===== src/inc/acr_pkg.sv =====
// Package of the converter control register block: offsets, field layout,
// reset values, channel codes, states and the routing carrier.
// Assumes a 100 MHz single clock system and a 32-bit Avalon-MM register bus.
package acr_pkg;

  // Byte offset of the one control word on the bus
  localparam logic [3:0] ACR_OFS_CONTROL_0 = 4'h0;

  // Field positions inside the control word
  localparam int ACR_POS_ON = 0;
  localparam int ACR_POS_GO = 1;
  localparam int ACR_POS_CHAN_LO = 2;
  localparam int ACR_POS_CHAN_HI = 6;
  localparam int ACR_CHAN_W = 5;

  // Reset values of the control fields
  localparam logic [4:0] ACR_RST_CHAN = 5'h00;
  localparam logic ACR_RST_ON = 1'b0;
  localparam logic [31:0] ACR_RDATA_ZERO = 32'h0000_0000;

  // Channel codes: codes below the first special one are external inputs
  localparam int ACR_NUM_ANALOG = 28;
  localparam logic [4:0] ACR_CODE_RESERVED = 5'h1c;
  localparam logic [4:0] ACR_CODE_CTU = 5'h1d;
  localparam logic [4:0] ACR_CODE_DAC = 5'h1e;
  localparam logic [4:0] ACR_CODE_FIXED_REF = 5'h1f;
  localparam logic [27:0] ACR_ANALOG_ONE = 28'h000_0001;

  // Acquisition time that software leaves before converting the fixed reference
  localparam int ACR_CLK_MHZ = 100;
  localparam int ACR_FIXED_REF_ACQ_US = 15;
  localparam int ACR_FIXED_REF_ACQ_CYC = ACR_FIXED_REF_ACQ_US * ACR_CLK_MHZ;

  // Conversion sequencing states
  typedef enum logic [0:0] {
    ACR_IDLE,
    ACR_BUSY
  } acr_state_t;

  // One select line per possible converter input
  typedef struct packed {
    logic fixed_reference;
    logic dac_output;
    logic charge_time_unit;
    logic reserved_code;
    logic [27:0] analog_input;
  } acr_route_t;

  // Avalon request as seen by the slave
  typedef struct packed {
    logic read;
    logic write;
    logic [3:0] address;
    logic [3:0] byteenable;
    logic [31:0] writedata;
  } acr_bus_req_t;

endpackage


===== src/rtl/acr_chan_route.sv =====
// Channel code to input routing: turns the 5-bit selection into one select
// line per converter input, registered. Assumes the code comes from logic on
// the same clock, so no synchroniser is needed.
`timescale 1ns/10ps
module acr_chan_route (
  input wire logic mclk_in,
  input wire logic resetn_in,
  input wire logic [4:0] channel_select_in,
  output acr_pkg::acr_route_t route_out
);

  acr_pkg::acr_route_t route;
  acr_pkg::acr_route_t next_route;

  // Decode the code into exactly one select line
  always_comb begin
    next_route = '0;
    if (channel_select_in == acr_pkg::ACR_CODE_FIXED_REF) begin
      next_route.fixed_reference = 1'b1;
    end else if (channel_select_in == acr_pkg::ACR_CODE_DAC) begin
      next_route.dac_output = 1'b1;
    end else if (channel_select_in == acr_pkg::ACR_CODE_CTU) begin
      next_route.charge_time_unit = 1'b1;
    end else if (channel_select_in == acr_pkg::ACR_CODE_RESERVED) begin
      // Reserved code drives no analog input, only a flag
      next_route.reserved_code = 1'b1;
    end else begin
      // Ascending codes pick ascending external inputs
      next_route.analog_input = acr_pkg::ACR_ANALOG_ONE << channel_select_in;
    end
  end

  // Register the selection so the analog switches see a clean level
  always_ff @(posedge mclk_in or negedge resetn_in) begin
    if (!resetn_in) begin
      route <= '0;
    end else begin
      route <= next_route;
    end
  end

  assign route_out = route;
endmodule


===== src/rtl/acr_top.sv =====
// Converter control register block: one software control word holding the
// channel selection, the conversion go bit and the converter enable, reached
// over an Avalon-MM slave with waitrequest.
// Assumes the conversion engine runs on mclk_in and pulses conv_done_in for
// one cycle when a conversion it was started on has finished.
//
// Added by the designer: the Avalon-MM interface to the registers and the placing of the registers.
`timescale 1ns/10ps
module acr_top (
  input wire logic mclk_in,
  input wire logic resetn_in,
  // Avalon-MM slave
  input wire logic [3:0] address_in,
  input wire logic read_in,
  input wire logic write_in,
  input wire logic [3:0] byteenable_in,
  input wire logic [31:0] writedata_in,
  output logic [31:0] readdata_out,
  output logic waitrequest_out,
  // Conversion engine
  input wire logic conv_done_in,
  output logic conv_start_out,
  output logic conv_abort_out,
  // Analog front end
  output logic converter_on_out,
  output logic [4:0] channel_select_out,
  output acr_pkg::acr_route_t route_out
);

  // Bus request gathered into one carrier
  acr_pkg::acr_bus_req_t req;

  // Bus acknowledge phase and registered read data
  logic ack;
  logic next_ack;
  logic [31:0] rdata;
  logic [31:0] next_rdata;

  // Control fields
  logic [4:0] channel_select;
  logic [4:0] next_channel_select;
  logic converter_on;
  logic next_converter_on;

  // Conversion sequencing
  acr_pkg::acr_state_t state;
  acr_pkg::acr_state_t next_state;
  logic start_pulse;
  logic next_start_pulse;
  logic abort_pulse;
  logic next_abort_pulse;

  // Decoded accesses and read image; wr_control is valid only in the cycle the write takes effect
  logic hit_control;
  logic wr_control;
  logic go_bit;
  logic [7:0] control_word;

  assign req.read = read_in;
  assign req.write = write_in;
  assign req.address = address_in;
  assign req.byteenable = byteenable_in;
  assign req.writedata = writedata_in;

  // Address decode; every other offset is unmapped
  always_comb begin
    hit_control = 1'b0;
    if (req.address == acr_pkg::ACR_OFS_CONTROL_0) begin
      hit_control = 1'b1;
    end else begin
      hit_control = 1'b0;
    end
  end

  // A write lands only in the ack cycle, when waitrequest is low
  assign wr_control = req.write && ack && hit_control && req.byteenable[0];

  // Go is not a stored bit: it is the busy state itself, so it cannot drift
  assign go_bit = (state == acr_pkg::ACR_BUSY);

  // Read image of the control word; bit seven is unimplemented
  always_comb begin
    control_word = 8'h00;
    control_word[acr_pkg::ACR_POS_CHAN_HI:acr_pkg::ACR_POS_CHAN_LO] = channel_select;
    control_word[acr_pkg::ACR_POS_GO] = go_bit;
    control_word[acr_pkg::ACR_POS_ON] = converter_on;
  end

  // Bus phase: one wait cycle, then the answer with data already registered
  always_comb begin
    next_ack = (req.read || req.write) && !ack;
    next_rdata = rdata;
    if ((req.read || req.write) && !ack) begin
      if (hit_control) begin
        next_rdata = {24'h00_0000, control_word};
      end else begin
        // Unmapped offsets read as zero
        next_rdata = acr_pkg::ACR_RDATA_ZERO;
      end
    end
  end

  // Register the bus phase
  always_ff @(posedge mclk_in or negedge resetn_in) begin
    if (!resetn_in) begin
      ack <= 1'b0;
      rdata <= acr_pkg::ACR_RDATA_ZERO;
    end else begin
      ack <= next_ack;
      rdata <= next_rdata;
    end
  end

  // Waitrequest falls in the cycle after the request appears
  assign waitrequest_out = (req.read || req.write) && !ack;
  assign readdata_out = rdata;

  // Control field next values
  always_comb begin
    next_channel_select = channel_select;
    next_converter_on = converter_on;
    if (wr_control) begin
      next_channel_select = req.writedata[acr_pkg::ACR_POS_CHAN_HI:acr_pkg::ACR_POS_CHAN_LO];
      next_converter_on = req.writedata[acr_pkg::ACR_POS_ON];
    end
  end

  // Register the control fields
  always_ff @(posedge mclk_in or negedge resetn_in) begin
    if (!resetn_in) begin
      channel_select <= acr_pkg::ACR_RST_CHAN;
      converter_on <= acr_pkg::ACR_RST_ON;
    end else begin
      channel_select <= next_channel_select;
      converter_on <= next_converter_on;
    end
  end

  // Conversion sequencer. A go write is honoured only when the same write
  // leaves the converter enabled; starting a powered-down converter would
  // give a meaningless result. Switching off mid-conversion aborts it.
  always_comb begin
    next_state = state;
    next_start_pulse = 1'b0;
    next_abort_pulse = 1'b0;
    case (state)
      acr_pkg::ACR_IDLE: begin
        if (wr_control && req.writedata[acr_pkg::ACR_POS_GO] && req.writedata[acr_pkg::ACR_POS_ON]) begin
          next_state = acr_pkg::ACR_BUSY;
          next_start_pulse = 1'b1;
        end
      end
      acr_pkg::ACR_BUSY: begin
        if (wr_control && !req.writedata[acr_pkg::ACR_POS_ON]) begin
          // Disable wins over everything and stops the engine
          next_state = acr_pkg::ACR_IDLE;
          next_abort_pulse = 1'b1;
        end else if (conv_done_in) begin
          // Completion clears go with no software action
          next_state = acr_pkg::ACR_IDLE;
        end
      end
      default: begin
        next_state = acr_pkg::ACR_IDLE;
      end
    endcase
  end

  // Register the sequencer
  always_ff @(posedge mclk_in or negedge resetn_in) begin
    if (!resetn_in) begin
      state <= acr_pkg::ACR_IDLE;
      start_pulse <= 1'b0;
      abort_pulse <= 1'b0;
    end else begin
      state <= next_state;
      start_pulse <= next_start_pulse;
      abort_pulse <= next_abort_pulse;
    end
  end

  assign conv_start_out = start_pulse;
  assign conv_abort_out = abort_pulse;
  assign converter_on_out = converter_on;
  assign channel_select_out = channel_select;

  // Select lines for the analog multiplexer. Software must itself allow the
  // acquisition time before converting the fixed reference; this block does
  // not delay the start for it.
  acr_chan_route u_route (
    .mclk_in(mclk_in),
    .resetn_in(resetn_in),
    .channel_select_in(channel_select),
    .route_out(route_out)
  );
endmodule

===== config.mk =====
export PLATFORM = sky130hd
export DESIGN_NAME = acr_top
export DESIGN_NICKNAME = d
export VERILOG_FILES = /design/src/inc/acr_pkg.sv /design/src/rtl/acr_chan_route.sv /design/src/rtl/acr_top.sv
export SDC_FILE = /design/constraint.sdc
export NUM_CORES = 1
export LEC_CHECK = 0
export BUFFER_PORTS_ARGS = -buffer_cell sky130_fd_sc_hd__buf_2
export CORE_UTILIZATION = 45
export CTS_CLUSTER_DIAMETER = 60
export CTS_CLUSTER_SIZE = 12
export DETAILED_ROUTE_END_ITERATION = 12
export PLACE_DENSITY = 0.91
export SLEW_MARGIN = 30
export SYNTH_ARGS = -nofsm -noshare
export SYNTH_HDL_FRONTEND = slang
export SYNTH_SLANG_ARGS = --single-unit
export TNS_END_PERCENT = 50

===== constraint.sdc =====
create_clock -name mclk_in -period 2.2 [get_ports mclk_in]
set_clock_uncertainty 0.1 [all_clocks]
set_input_delay 0.11 -clock mclk_in [delete_from_list [all_inputs] [get_ports mclk_in]]
set_output_delay 0.11 -clock mclk_in [all_outputs]
set_load 0.03 [all_outputs]

==> impl_metrics.env <==
export IMPL_status="finished clean"
export IMPL_setup_viol=0
export IMPL_drive_above_1_share=0.3640
export IMPL_fillCellCount=342
export IMPL_crit_fanout=16
export IMPL_cts_root_buf="clkbuf_8"
export IMPL_yosys_warnings=0
export IMPL_antenna_left=0
export IMPL_grt_overflow_total=0
export IMPL_clock_latency_ns=0.29
export IMPL_ir_drop_mv=0.3405
export IMPL_place_congestion=0.6746
export IMPL_synth_seq_area_share=0.6405
export IMPL_final_cells=278
export IMPL_post_cts_setup_buffer_count=0
export IMPL_r2r_start="channel_select_out[2]$_DFFE_PN0P_"
export IMPL_nNetsFinal=272
export IMPL_p_total_uw=1854
export IMPL_io_pins=118
export IMPL_crit_type="register to register"
export IMPL_worst_endpoint_arrival_ns=1.64
export IMPL_rsz0062_at_grt="false"
export IMPL_clk_pin_slew_ns=0.09
export IMPL_worstHoldStart="conv_done_in"
export IMPL_wl_per_cell_um=12.63
export IMPL_min_to="go_bit$_DFF_PN0_"
export IMPL_synth_cells=157
export IMPL_rows=23
export IMPL_fin_setup_tns_ns=0
export IMPL_hpwl_um=2364
export IMPL_power_leakage_uw=0.001336
export IMPL_hold_depth=4
export IMPL_via_per_inst=4.712
export IMPL_drc=0
export IMPL_die_area_mm2=0.004519
export IMPL_num_vias=1310
export IMPL_grt_max_degree=50
export IMPL_cts_tree="done"
export IMPL_timing_worst_slew_pin_value_ns=0.6270
export IMPL_seqCellArea_mm2=0.001226
export IMPL_numCtsBuffers=5
export IMPL_area_delta_synth_final_pct=21.96
export IMPL_firstDrtPassIters=4
export IMPL_ys_ff_latch=49
export IMPL_cts_resized=0
export IMPL_reg2regPathDepth=2
export IMPL_drtIter0Drc=140
export IMPL_max_slew_margin=0.5812
export IMPL_grt_pass1_wl_um=5513
export IMPL_layout_commonest_cell="buf_2"
export IMPL_period_share=0.6939
export IMPL_reg2reg_to="u_route.route_out[4]$_DFF_PN0_"
export IMPL_synth_avg_cell_area_um2=12.19
export IMPL_required_ns=2.32
export IMPL_cts_sinks=49
export IMPL_clockBufferDepth=2
export IMPL_maxCapViolations=0
export IMPL_slew_viol_final=0
export IMPL_fmax_mhz=655.1
export IMPL_start_util=0.4752
export IMPL_grt_pass1_vias=1181
export IMPL_final_cell_mix="buf_2, dfrtp_1, nor2_1"
export IMPL_placedCellCount=262
export IMPL_antenna_found_initial=0
export IMPL_synth_distinct_cells=25
export IMPL_numPortBuffers=64
export IMPL_design_core_area_mm2=0.004029
export IMPL_cts_htree_levels=2
export IMPL_hold_violations=0
export IMPL_endpoint_kind="register"
export IMPL_finalCriticalPeriod_ns=1.526
export IMPL_die_width_um=67.23
export IMPL_r2r_setup_slack_ns=0.67
export IMPL_die_height_um=67.23
export IMPL_powerDensity_mw_per_mm2=794.1
export IMPL_antenna_cells=0
export IMPL_start_kind="register"
export IMPL_hp_class="input pin to register"
export IMPL_multiInputGateArea_um2=545.5
export IMPL_grt_usage=0.1658
export IMPL_drt_wl_total_um=3510
export IMPL_syn_area_mm2=0.001914
export IMPL_hold_buffers=8
==> logic make-up (layout without fill, tap and decap cells) <==
logic type      count (synthesis)  after routing  share of synthesized area
compound gates                 10             10                    0.04445
buf+inv                        35             82                     0.1216
flops                          49             49                     0.6405
mux                             6              6                    0.04706
other cells                     1             25                   0.001959
simple gates                   56             56                     0.1444
==> where the power goes <==
group          internal (uW)  switching [uW]
Sequential               942            57.9
Clock                    225             285
Combinational            100             244
==> final cells by class <==
cell class                      instances  share of cell area
Sequential cell                        49              0.5252
Multi-Input combinational cell         97              0.2337
Timing Repair Buffer                   72              0.1726
Clock buffer                            5             0.02947
Tap cell                               50             0.02680
Clock inverter                          3            0.009110
Inverter                                2            0.003215
==> stage by stage <==
stage               hold WS [ns]    util  worst slack [ns]  instance area (um2)
floorplan                -0.2856       -            0.6760                 2004
global placement          0.2199  0.5366            0.4484                 2162
detailed placement       0.05541  0.5373            0.4373                 2165
CTS                     0.009770  0.5795            0.6706                 2335
global route             0.02889  0.5795            0.5695                 2335
finish                   0.01496  0.5795            0.6735                 2335
==> state kept, by name (all words and copies together), names as in the netlist <==
signal              cells
channel_select_out      5
readdata_out            7
u_route.route_out      32
conv_abort_out          1
go_bit                  1
converter_on_out        1
ack                     1
conv_start_out          1
==> cells in the mapped netlist <==
master | instances | share of area
or3_1 | 1 | 0.0033
or3b_2 | 3 | 0.014
conb_1 | 1 | 0.0020
o311ai_0 | 1 | 0.0046
a22o_1 | 7 | 0.032
or4_4 | 1 | 0.0059
or2_1 | 1 | 0.0033
inv_1 | 2 | 0.0039
nand3b_1 | 4 | 0.016
nor4_1 | 1 | 0.0033
clkbuf_1 | 6 | 0.012
o21bai_1 | 1 | 0.0039
nand2_1 | 4 | 0.0078
nor3b_1 | 1 | 0.0039
o31ai_1 | 1 | 0.0039
mux2_4 | 6 | 0.047
buf_6 | 1 | 0.0059
buf_4 | 25 | 0.098
nor3_1 | 5 | 0.013
nand3_1 | 3 | 0.0078
dfrtp_1 | 49 | 0.64
or2_2 | 1 | 0.0033
nand2b_1 | 2 | 0.0065
nor2_1 | 29 | 0.057
buf_1 | 1 | 0.0020
==> worst max path at each step <==
stage,slack [ns],cells after the start,end,start
5_1_grt,0.57,3,readdata_out[3]$_DFFE_PN0P_,ack$_DFF_PN0_
3_5_place_dp,0.44,4,channel_select_out[3]$_DFFE_PN0P_,address_in[1]
3_3_place_gp,0.45,4,channel_select_out[1]$_DFFE_PN0P_,address_in[1]
2_1_floorplan,0.68,4,channel_select_out[0]$_DFFE_PN0P_,address_in[1]
6_report,0.67,2,u_route.route_out[4]$_DFF_PN0_,channel_select_out[2]$_DFFE_PN0P_
4_1_cts,0.67,2,u_route.route_out[4]$_DFF_PN0_,channel_select_out[2]$_DFFE_PN0P_
==> critical path: stages (launching register included) <==
cell,delay [ns]
dfrtp_1,0.66
or3b_2,0.54
nor2_1,0.15
==> routing by layer <==
layer	vias to the layer above	GRT usage	wire length [um]
li1	599	-	-
met1	634	0.2076	1467
met2	73	0.2725	1759
met3	4	0.03885	249
met4	0	0.07181	34
met5	-	0	0
Power figures use the tool's default switching activity.
